### src/hw/cafl_defines.vh
`ifndef CAFL_DEFINES_VH
`define CAFL_DEFINES_VH

// ----------------------------------------------------------------------
// register offsets
// ----------------------------------------------------------------------
`define CAFL_ADDR_CONTROL 8'hD8
`define CAFL_ADDR_IRQ_ENABLE 8'hE3
`define CAFL_ADDR_CNT1_LOW 8'hE4
`define CAFL_ADDR_CNT2_LOW 8'hE5
`define CAFL_ADDR_CNT3_LOW 8'hE6
`define CAFL_ADDR_CNT4_LOW 8'hE7
`define CAFL_ADDR_CNT0_LOW 8'hE9
`define CAFL_ADDR_CNT1_HIGH 8'hF4
`define CAFL_ADDR_CNT2_HIGH 8'hF5
`define CAFL_ADDR_CNT3_HIGH 8'hF6
`define CAFL_ADDR_CNT4_HIGH 8'hF7
`define CAFL_ADDR_CNT0_HIGH 8'hF9
`define CAFL_ADDR_EVT_STATUS 8'hC0
`define CAFL_ADDR_EVT_CLEAR 8'hC1
`define CAFL_ADDR_EVT_ENABLE 8'hC2

// ----------------------------------------------------------------------
// field positions and reset values
// ----------------------------------------------------------------------
`define CAFL_FLAG_MSB 4
`define CAFL_FLAG_LSB 0
`define CAFL_NUM_MODULES 5
`define CAFL_RST_FLAGS 5'h00
`define CAFL_RST_IRQ_ENABLE 5'h00
`define CAFL_RST_COUNTER 8'h00
`define CAFL_RST_EVT 5'h00

`endif

### src/hw/cafl_counter_flags.v
// Summary of operation
// hardware sets each module flag on that module's match or capture event
// a set module flag requests interrupt only when its module enable is set
// software clears module flags by writing zero; hardware never clears them
// module flags sit in control register bits 4..0, module n at bit n
// reserved bits of control and enable registers read indeterminate; this design reads them as zero
// software never writes one into reserved control or enable bits
// control register resets to zero except undefined bit 5
// overflow enable bit n passes or blocks counter n overflow request
// interrupt enable register resets bits 4..0 to zero
// five high-byte registers, counter 0 high is main counter high
// five low-byte registers, counter 0 low is main counter low
// all counter high and low byte registers reset to zero
// module flag enable is mode register bit 0, gating that flag
// hardware set beats a same-cycle software clear
// interrupt request ORs all enabled module and overflow flags
`timescale 1ns/1ps
`include "cafl_defines.vh"

module cafl_counter_flags #(
  parameter NUM_MODULES = `CAFL_NUM_MODULES
) (
  // clock and reset
  input wire i_core_clk,
  input wire i_rst_n,
  // register bus
  input wire [7:0] i_addr,
  input wire [7:0] i_wdata,
  input wire i_wr,
  input wire i_rd,
  output reg [7:0] o_rdata,
  // module events and external enables
  input wire [4:0] i_module_event,
  input wire [4:0] i_module_flag_irq_enable,
  input wire [4:0] i_counter_overflow_flag,
  // counter values and interrupts
  output wire [39:0] o_counter_high,
  output wire [39:0] o_counter_low,
  output wire [4:0] o_module_event_flag,
  output wire o_counter_array_irq_req,
  output wire o_irq
);

  // --------------------------------------------------------------------
  // address decode helpers
  // --------------------------------------------------------------------
  // counter index of a low-byte address, 7 when none
  function [2:0] low_index;
    input [7:0] a;
    begin
      case (a)
        `CAFL_ADDR_CNT0_LOW: low_index = 3'h0;
        `CAFL_ADDR_CNT1_LOW: low_index = 3'h1;
        `CAFL_ADDR_CNT2_LOW: low_index = 3'h2;
        `CAFL_ADDR_CNT3_LOW: low_index = 3'h3;
        `CAFL_ADDR_CNT4_LOW: low_index = 3'h4;
        default: low_index = 3'h7;
      endcase
    end
  endfunction

  // counter index of a high-byte address, 7 when none
  function [2:0] high_index;
    input [7:0] a;
    begin
      case (a)
        `CAFL_ADDR_CNT0_HIGH: high_index = 3'h0;
        `CAFL_ADDR_CNT1_HIGH: high_index = 3'h1;
        `CAFL_ADDR_CNT2_HIGH: high_index = 3'h2;
        `CAFL_ADDR_CNT3_HIGH: high_index = 3'h3;
        `CAFL_ADDR_CNT4_HIGH: high_index = 3'h4;
        default: high_index = 3'h7;
      endcase
    end
  endfunction

  // --------------------------------------------------------------------
  // state
  // --------------------------------------------------------------------
  reg [4:0] flags_reg;
  reg [4:0] flags_next;
  reg [4:0] irq_en_reg;
  reg [4:0] evt_status_reg;
  reg [4:0] evt_status_next;
  reg [4:0] evt_en_reg;
  reg [7:0] cnt_high_reg [0:4];
  reg [7:0] cnt_low_reg [0:4];
  wire [2:0] wr_low_idx;
  wire [2:0] wr_high_idx;
  wire [2:0] rd_low_idx;
  wire [2:0] rd_high_idx;
  wire wr_ctrl;
  wire wr_evt_clear;
  integer k;

  assign wr_low_idx = low_index(i_addr);
  assign wr_high_idx = high_index(i_addr);
  assign rd_low_idx = wr_low_idx;
  assign rd_high_idx = wr_high_idx;
  assign wr_ctrl = i_wr && (i_addr == `CAFL_ADDR_CONTROL);
  assign wr_evt_clear = i_wr && (i_addr == `CAFL_ADDR_EVT_CLEAR);

  // --------------------------------------------------------------------
  // module event flags
  // --------------------------------------------------------------------
  // software write stores, then hardware events set on top
  always @*
  begin
    flags_next = flags_reg;
    if (wr_ctrl)
      flags_next = i_wdata[`CAFL_FLAG_MSB:`CAFL_FLAG_LSB];
    flags_next = flags_next | i_module_event;
  end

  // sticky event status, set wins over write-one clear
  always @*
  begin
    evt_status_next = evt_status_reg;
    if (wr_evt_clear)
      evt_status_next = evt_status_reg & ~i_wdata[4:0];
    evt_status_next = evt_status_next | i_module_event;
  end

  // --------------------------------------------------------------------
  // write decode
  // --------------------------------------------------------------------
  // one-hot counter select of a byte index, gated by the strobe
  function [4:0] onehot_sel;
    input [2:0] idx;
    input stb;
    begin
      case (idx)
        3'h0: onehot_sel = {4'h0, stb};
        3'h1: onehot_sel = {3'h0, stb, 1'h0};
        3'h2: onehot_sel = {2'h0, stb, 2'h0};
        3'h3: onehot_sel = {1'h0, stb, 3'h0};
        3'h4: onehot_sel = {stb, 4'h0};
        default: onehot_sel = 5'h00;
      endcase
    end
  endfunction

  wire wr_irq_en;
  wire wr_evt_en;
  wire [4:0] wr_low_sel;
  wire [4:0] wr_high_sel;

  // strobes for the single-byte registers
  assign wr_irq_en = i_wr && (i_addr == `CAFL_ADDR_IRQ_ENABLE);
  assign wr_evt_en = i_wr && (i_addr == `CAFL_ADDR_EVT_ENABLE);
  // strobes for the counter bytes, at most one bit high
  assign wr_low_sel = onehot_sel(wr_low_idx, i_wr);
  assign wr_high_sel = onehot_sel(wr_high_idx, i_wr);

  // --------------------------------------------------------------------
  // control flags and enables
  // --------------------------------------------------------------------
  // module flags, software store with hardware set on top
  always @(posedge i_core_clk)
  begin
    if (!i_rst_n)
      flags_reg <= `CAFL_RST_FLAGS;
    else
      flags_reg <= flags_next;
  end

  // overflow enables, reserved bits never stored
  always @(posedge i_core_clk)
  begin
    if (!i_rst_n)
      irq_en_reg <= `CAFL_RST_IRQ_ENABLE;
    else if (wr_irq_en)
      irq_en_reg <= i_wdata[`CAFL_FLAG_MSB:`CAFL_FLAG_LSB];
  end

  // sticky event status
  always @(posedge i_core_clk)
  begin
    if (!i_rst_n)
      evt_status_reg <= `CAFL_RST_EVT;
    else
      evt_status_reg <= evt_status_next;
  end

  // event interrupt enables
  always @(posedge i_core_clk)
  begin
    if (!i_rst_n)
      evt_en_reg <= `CAFL_RST_EVT;
    else if (wr_evt_en)
      evt_en_reg <= i_wdata[4:0];
  end

  // --------------------------------------------------------------------
  // counter byte registers
  // --------------------------------------------------------------------
  integer m;

  // low bytes, counter 0 is the main counter low byte
  always @(posedge i_core_clk)
  begin
    if (!i_rst_n)
    begin
      for (k = 0; k < 5; k = k + 1)
      begin
        cnt_low_reg[k] <= `CAFL_RST_COUNTER;
      end
    end
    else
    begin
      for (k = 0; k < 5; k = k + 1)
      begin
        if (wr_low_sel[k])
          cnt_low_reg[k] <= i_wdata;
      end
    end
  end

  // high bytes, counter 0 is the main counter high byte
  always @(posedge i_core_clk)
  begin
    if (!i_rst_n)
    begin
      for (m = 0; m < 5; m = m + 1)
      begin
        cnt_high_reg[m] <= `CAFL_RST_COUNTER;
      end
    end
    else
    begin
      for (m = 0; m < 5; m = m + 1)
      begin
        if (wr_high_sel[m])
          cnt_high_reg[m] <= i_wdata;
      end
    end
  end

  // --------------------------------------------------------------------
  // read path
  // --------------------------------------------------------------------
  reg [7:0] rdata_next;
  wire rd_hit_ctrl;
  wire rd_hit_irq_en;
  wire rd_hit_status;
  wire rd_hit_evt_en;
  wire [7:0] ctrl_view;
  wire [7:0] irq_en_view;
  wire [7:0] status_view;
  wire [7:0] evt_en_view;

  // register address hits
  assign rd_hit_ctrl = (i_addr == `CAFL_ADDR_CONTROL);
  assign rd_hit_irq_en = (i_addr == `CAFL_ADDR_IRQ_ENABLE);
  assign rd_hit_status = (i_addr == `CAFL_ADDR_EVT_STATUS);
  assign rd_hit_evt_en = (i_addr == `CAFL_ADDR_EVT_ENABLE);

  // byte views, reserved and unbuilt bits read zero
  assign ctrl_view = {3'h0, flags_reg};
  assign irq_en_view = {3'h0, irq_en_reg};
  assign status_view = {3'h0, evt_status_reg};
  assign evt_en_view = {3'h0, evt_en_reg};

  // read mux, unmapped and write-only addresses read zero
  always @*
  begin
    rdata_next = 8'h00;
    if (rd_low_idx != 3'h7)
      rdata_next = cnt_low_reg[rd_low_idx];
    else if (rd_high_idx != 3'h7)
      rdata_next = cnt_high_reg[rd_high_idx];
    else if (rd_hit_ctrl)
      rdata_next = ctrl_view;
    else if (rd_hit_irq_en)
      rdata_next = irq_en_view;
    else if (rd_hit_status)
      rdata_next = status_view;
    else if (rd_hit_evt_en)
      rdata_next = evt_en_view;
  end

  // read data stands one cycle after the strobe only
  always @(posedge i_core_clk)
  begin
    if (!i_rst_n)
      o_rdata <= 8'h00;
    else if (i_rd)
      o_rdata <= rdata_next;
    else
      o_rdata <= 8'h00;
  end

  // --------------------------------------------------------------------
  // outputs and interrupts
  // --------------------------------------------------------------------
  // low bytes packed, counter n at bits 8n+7..8n
  assign o_counter_low[7:0] = cnt_low_reg[0];
  assign o_counter_low[15:8] = cnt_low_reg[1];
  assign o_counter_low[23:16] = cnt_low_reg[2];
  assign o_counter_low[31:24] = cnt_low_reg[3];
  assign o_counter_low[39:32] = cnt_low_reg[4];
  // high bytes packed the same way
  assign o_counter_high[7:0] = cnt_high_reg[0];
  assign o_counter_high[15:8] = cnt_high_reg[1];
  assign o_counter_high[23:16] = cnt_high_reg[2];
  assign o_counter_high[31:24] = cnt_high_reg[3];
  assign o_counter_high[39:32] = cnt_high_reg[4];

  assign o_module_event_flag = flags_reg;

  wire [4:0] module_irq_src;
  wire [4:0] overflow_irq_src;

  // enabled sources, one bit per module and per counter
  assign module_irq_src = flags_reg & i_module_flag_irq_enable;
  assign overflow_irq_src = i_counter_overflow_flag & irq_en_reg;
  // shared request from every enabled source
  assign o_counter_array_irq_req = |{module_irq_src, overflow_irq_src};
  // level interrupt from sticky status
  assign o_irq = |(evt_status_reg & evt_en_reg);

endmodule

### config.mk
export PLATFORM = sky130hd
export DESIGN_NAME = cafl_counter_flags
export DESIGN_NICKNAME = d
export VERILOG_FILES = /design/src/hw/cafl_counter_flags.v
export VERILOG_INCLUDE_DIRS = /design/src /design/src/hw
export SDC_FILE = /design/constraint.sdc
export NUM_CORES = 1
export LEC_CHECK = 0
export BUFFER_PORTS_ARGS = -buffer_cell sky130_fd_sc_hd__clkbuf_2
export CORE_ASPECT_RATIO = 0.6
export CORE_UTILIZATION = 45
export CTS_CLUSTER_SIZE = 30
export DETAILED_ROUTE_END_ITERATION = 12
export PLACE_DENSITY_LB_ADDON = 0.08
export RECOVER_POWER = 25
export SLEW_MARGIN = 25
export SYNTH_ARGS = -nofsm -noshare
export SYNTH_HDL_FRONTEND = slang
export SYNTH_SLANG_ARGS = --single-unit
### constraint.sdc
create_clock -name i_core_clk -period 5.8 [get_ports i_core_clk]
set_clock_uncertainty 0.1 [all_clocks]
set_input_delay 0.29 -clock i_core_clk [delete_from_list [all_inputs] [get_ports i_core_clk]]
set_output_delay 0.29 -clock i_core_clk [all_outputs]
set_load 0.01 [all_outputs]
==> summary.txt, run 1 <==
Outcome
  – Outcome: complete, no violations

Critical path
  – Worst R2R End: o_rdata[4]
  – Endpoint type of the worst setup path: flop
  – WP data arrival: 2.41 ns
  – Worst R2R Path Depth: 4
  – Worst r2r src: cnt_low_reg[1][4]
  – Crit start category: input port
  – CP Max Fanout: 36
  – Kind of critical path: in -> reg
  – R2r setup slk: 4.10 ns
  – WP data required: 5.68 ns

STA
  – RSZ-0062 raised after global routing: false
  – Slew @ Worst Pin: 0.8499 ns
  – Final setup vio count: 0
  – Max_slew headroom: 43.00%
  – Fin crit share: 43.69%
  – Hold Slack: 0.06013 ns
  – Final worst slack: 3.266 ns
  – Fmax achieved: 0.3946 GHz
  – TNS Setup: 0 ns
  – Final hold vios: 0
  – Final min period: 2.534 ns
  – Final Slew Violations: 0

Layout
  – Layout cells sized above 1: 20.44%
  – Final net count: 529
  – Layout area overhead: 21.16%
  – Layout Utilization: 57.30%
  – Antenna cell count: 0
  – Filler cells: 875
  – Commonest cells after routing, fill and taps aside: edfxtp_1 (80), clkbuf_1 (70), clkbuf_2 (59)
  – Commonest non-fill, non-tap cell in the layout: edfxtp_1
  – Post-route cell area: 0.005782 mm2

Floorplan
  – # IOs: 130
  – Area of the core: 0.01009 mm2
  – Die ar.: 0.01103 mm2
  – Die Span Y: 81.77 um
  – Initial core utilization: 47.30%
  – Std cell rows: 28
  – Die W: 134.9 um

Min path
  – Hold wc startpoint: i_module_event[1]
  – Hold crit path type: in -> reg
  – Hold depth: 2
  – Hold EP: o_module_event_flag[1]

Placed design
  – Port bufs: 129
  – GP Congestion: 0.8544
  – Worst Setup Slack post-DPL: 2.958 ns
  – DP HPWL: 11010 um
  – DP Area: 0.005558 mm2

Clock tree
  – CTS Sinks: 108
  – Reg clk slew, reported paths: 0.07 ns
  – Hold_buf cts: 0
  – Clock Tree Buf Depth: 2
  – Post-CTS setup buffer count: 0
  – Max H-tree Level: 3
  – Num CTS Buffers: 9
  – CTS tree: done
  – Worst-Skew Late Latency: 0.35 ns
  – Root buffer cell: clkbuf_16
  – Post-CTS sizing: 0

Synth
  – Post-synth net total: 401
  – #FFs+latches synth: 108
  – Cells after Synth: 366
  – Asr flop ratio synth: 0%
  – Most used DFF post-synth: edfxtp_1
  – Post-synthesis cell area: 0.004772 mm2
  – Post-synth EDFFs: 80
  – Sequential area share after synthesis: 62.09%
  – Mean post-synth cell area: 13.04 um2
  – Synth Warn #: 0
  – Synth unique cells: 57

Routing
  – DRC errors left: 0
  – Antenna Violating Nets Remaining: 0
  – Initial DRC count: 500
  – Wirelength, routed: 14470 um
  – Via count: 3871
  – Drt pass-1 iters: 5
  – DR WL/cell: 22.82 um
  – Vias/cell: 6.106

Global route
  – First-pass GRT wire length: 21530 um
  – Tot GR Track Use: 27.51%
  – Largest net degree at the start of global routing: 37
  – Vias in the first global route: 3563
  – GRT overflow: 0
  – Initial antenna violation count: 0

Power
  – Leakage power: 2.052 nW
  – Max VDD drop: 0.0001421 V
  – Power Dens Cells: 290.3 mW/mm2

Run
  – MaxCap Viol Count: 0
==> cell type report <==
| cell class | count | area [um2] | share of cell area [%] |
|---|---|---|---|
| Clock buffer | 9 | 225.2 | 3.895 |
| Clock inverter | 7 | 86.33 | 1.493 |
| Inverter | 2 | 7.507 | 0.1298 |
| Multi-Input combinational cell | 237 | 1720 | 29.76 |
| Sequential cell | 108 | 2963 | 51.24 |
| Tap cell | 135 | 168.9 | 2.921 |
| Timing Repair Buffer | 136 | 610.6 | 10.56 |
==> through the flow <==
stage,power [mW],std cells
after detailed placement,1.069,618
after global placement,1.068,618
after global routing,1.731,634
after floorplan,0.9811,366
after CTS,1.690,634
final,1.678,634
==> Yosys cell counts, types with 4 or more instances <==
library cell | n | area (um2)
edfxtp_1 | 80 | 2402
a31oi_1 | 4 | 25.02
a21oi_1 | 8 | 40.04
a222oi_1 | 4 | 40.04
a21boi_0 | 5 | 37.54
o221ai_1 | 9 | 78.83
a32oi_1 | 5 | 43.79
nand2_1 | 25 | 93.84
mux2_1 | 5 | 56.30
and4b_1 | 4 | 40.04
clkbuf_1 | 10 | 37.54
mux2_2 | 10 | 112.6
o21ai_0 | 15 | 75.07
mux2i_1 | 15 | 150.1
nand3_1 | 8 | 40.04
dfxtp_1 | 28 | 560.5
a22oi_1 | 14 | 105.1
nor2b_1 | 13 | 81.33
and2_1 | 21 | 131.4
buf_2 | 6 | 30.03
nor2_1 | 8 | 30.03
nand4_1 | 5 | 31.28
a21o_1 | 5 | 37.54
o21a_1 | 10 | 75.07
==> critical path, stage by stage <==
cell and delay (ns):
clkbuf_2 0.63, nand4b_1 0.61, o21ai_1 0.87
==> routing by layer <==
| layer | GRT usage (%) | vias to the layer above | share of wire, % |
|---|---|---|---|
| met2 | 37.47 | 254 | 41 |
| met3 | 6.667 | 21 | 12 |
| met1 | 42.71 | 1894 | 46 |
| met5 | 0 | - | 0 |
| met4 | 7.753 | 0 | 1.2 |
| li1 | - | 1702 | - |
==> how the worst max path moves through the flow <==
stage,endpoint,cells past startpoint,startpoint
CTS,cnt_high_reg[4][1],3,i_addr[0]
finish,cnt_high_reg[4][1],3,i_addr[0]
floorplan,cnt_high_reg[1][0],5,i_addr[0]
detailed placement,cnt_high_reg[4][5],3,i_addr[0]
global route,cnt_high_reg[4][6],3,i_addr[0]
global placement,cnt_high_reg[1][1],4,i_addr[2]
==> power by group <==
part | switching (mW) | internal, mW | leakage [nW]
logic | 0.100 | 0.0563 | 0.910
registers | 0.0285 | 0.863 | 0.988
clock network | 0.288 | 0.342 | 0.153
==> logic make-up after synthesis <==
group / count (synthesis) / synth area share (%)
mux: 30 / 6.686
buf+inv: 21 / 1.967
compound gates: 103 / 15.78
flops: 108 / 62.09
simple gates: 104 / 13.48
Power figures use the tool's default switching activity.
==> run 2, diff against run 1 <==
==> constraint.sdc (replaced) <==
create_clock -name i_core_clk -period 2.4 [get_ports i_core_clk]
set_clock_uncertainty 0.1 [all_clocks]
set_input_delay 0.12 -clock i_core_clk [delete_from_list [all_inputs] [get_ports i_core_clk]]
set_output_delay 0.12 -clock i_core_clk [all_outputs]
set_load 0.01 [all_outputs]
==> run 2 against run 1 <==
Compared with the run above: first-iteration DRC count is 21% lower; sequential cell count unchanged; register-to-register slack worse by 3.4 ns; non-clock buffer count increased by 24; sequential share of layout area fell by 1.4 points; critical endpoint is now o_rdata[4].
==> summary.txt, run 2 (same netlist as run 1, synthesis figures left out) <==
Routing
  – Antenna Violating Nets Remaining: 0 (unchanged)
  – Drt pass-1 iters: 5 (unchanged)
  – DRC errors left: 0 (unchanged)
  – Wirelength, routed: 14900 um (+3.0%)
  – Initial DRC count: 393 (-21%)
  – Via count: 3912 (+1.1%)
  – Vias/cell: 5.945 (-2.6%)
  – DR WL/cell: 22.64 um (-0.76%)

Power
  – Leakage power: 2.152 nW (+4.9%)
  – Max VDD drop: 0.0003301 V (+130%)
  – Switching share of power: 25.75% (+0.93 points)
  – Flop pwr share: 53.8% (+0.7 points)
  – Clk pwr share: 35.9% (-1.6 points)
  – Tot Pwr: 3.992 mW (+140%)
  – Net Switching: 1.028 mW (+150%)
  – Gate power share: 10.3% (+1.0 points)
  – Internal: 2.964 mW (+130%)
  – Power Dens Cells: 671.9 mW/mm2 (+130%)

Clock tree
  – Root buffer cell: clkbuf_16
  – Clock Tree Buf Depth: 2 (unchanged)
  – Max H-tree Level: 3 (unchanged)
  – Post-CTS setup buffer count: 0 (unchanged)
  – CTS Sinks: 108 (unchanged)
  – Reg clk slew, reported paths: 0.07 ns (about the same)
  – CTS tree: done
  – Worst-Skew Late Latency: 0.35 ns (about the same)
  – Num CTS Buffers: 9 (unchanged)

Placed design
  – Port bufs: 129 (unchanged)
  – DP HPWL: 11340 um (+3.0%)
  – GP Congestion: 0.8782 (+2.8%)
  – Worst Setup Slack post-DPL: 0.2635 ns (-2.695 ns)
  – DP Area: 0.005695 mm2 (+2.5%)

Floorplan
  – Std cell rows: 28 (unchanged)
  – Die W: 134.9 um (unchanged)
  – # IOs: 130 (unchanged)
  – Area of the core: 0.01009 mm2 (unchanged)
  – Die Span Y: 81.77 um (unchanged)
  – Initial core utilization: 47.30% (unchanged)
  – Die ar.: 0.01103 mm2 (unchanged)

Global route
  – GRT overflow: 0 (unchanged)
  – Initial antenna violation count: 0 (unchanged)
  – Vias in the first global route: 3640 (+2.2%)
  – GR Util met3: 8.519% (+1.9 points)
  – GR Util met2: 38.20% (+0.72 points)
  – M1 GR Usage: 43.21% (+0.50 points)
  – Most Crowded Layer GR: met1
  – Largest net degree at the start of global routing: 21 (-43%)
  – Tot GR Track Use: 27.95% (+0.44 points)
  – First-pass GRT wire length: 22090 um (+2.6%)

STA
  – RSZ-0062 raised after global routing: false
  – TNS Setup: 0 ns (unchanged)
  – Final setup vio count: 0 (unchanged)
  – Final worst slack: 0.5718 ns (-2.694 ns)
  – Fin crit share: 76.18%
  – Max_slew headroom: 58.14% (+15 points)
  – Fmax achieved: 0.5470 GHz
  – Slew @ Worst Pin: 0.6227 ns (-0.2273 ns)
  – Final Slew Violations: 0 (unchanged)
  – Final min period: 1.828 ns
  – Final hold vios: 0 (unchanged)

Layout
  – Antenna cell count: 0 (unchanged)
  – Layout area overhead: 24.51%
  – Layout cells sized above 1: 22.94% (+2.5 points)
  – Final net count: 553 (+4.5%)
  – Post-route cell area: 0.005942 mm2 (+2.8%)
  – Commonest non-fill, non-tap cell in the layout: edfxtp_1
  – Commonest cells after routing, fill and taps aside: edfxtp_1 (80), clkbuf_1 (70), clkbuf_2 (59)

Critical path
  – WP data arrival: 1.96 ns (-0.45 ns)
  – CP Max Fanout: 13 (-64%)
  – Worst path slowest cell: or4_1
  – Crit start category: input port
  – WP data required: 2.53 ns (-3.15 ns)
  – Kind of critical path: in -> reg
  – Endpoint type of the worst setup path: flop
  – Max incr delay on CP: 0.52 ns (-0.35 ns)
  – Critical-path cell list: clkbuf_2, nand2b_1, a21oi_1, o21ai_1, a2111oi_0, or4_1

Run
  – MaxCap Viol Count: 0 (unchanged)

Outcome
  – Outcome: complete, no violations

Min path
  – Hold crit path type: in -> reg
run 2: changes by cell type in the layout (fill, tap and decap cells not counted), moves of 2 or more:
cell and change:
buf_4 +19, dlygate4sd3_1 +5, o21ai_0 +2, o21ai_1 -2
run 2: final cells by class:
cell class,instances,area (um2)
clock buffer,9,225.2
fill,894,4148
tap,135,168.9
timing repair buffer,160,803.3
sequential,108,2963
inverter,2,7.507
clock inverter,7,58.81
multi-input combinational,237,1715
run 2: layer usage:
layer	vias to the layer above	wire (um)
met4	0	133
met3	16	1530
met5	-	0
li1	1745	-
met2	222	6064
met1	1929	7171
run 2: timing repair:
action                                 in CTS  in global routing
endpoints found under the hold margin      10                  0
gates resized for setup                     0                  0
hold buffers                                5                  0
run 2: path summary, 6_finish.rpt:
kind	from	slack [ns]	end	cells after the start
hold reg to reg	cnt_low_reg[3][0]	0.43	o_rdata[0]	2
setup reg to reg	evt_status_reg[4]	0.68	o_rdata[4]	4
hold / removal	i_wdata[4]	0.07	irq_en_reg[4]	3
setup / recovery	i_addr[3]	0.57	o_rdata[4]	6
run 2: power by group through the flow:
stage / logic, mW / registers [mW] / clock network, mW
final: 0.411 / 2.15 / 1.43
after global routing: 0.441 / 2.16 / 1.52
after CTS: 0.422 / 2.15 / 1.44
after detailed placement: 0.412 / 2.19 / 0
after global placement: 0.408 / 2.19 / 0
after floorplan: 0.160 / 2.21 / 0
run 2: worst max-delay path: cells and delay by family:
family / cells / cell delay [ns]
AND/OR/NAND/NOR: 2 / 0.90
AO/OA/AOI/OAI: 3 / 0.68
buffers and inverters: 1 / 0.26
run 2: through the flow:
step	std cells	hold slack, ns	utilization [%]
after floorplan	366	0.1438	-
after global placement	637	0.2619	56.45
after detailed placement	637	0.2657	56.45
after CTS	658	0.06153	59.76
after global routing	658	0.07559	58.89
final	658	0.06766	58.89
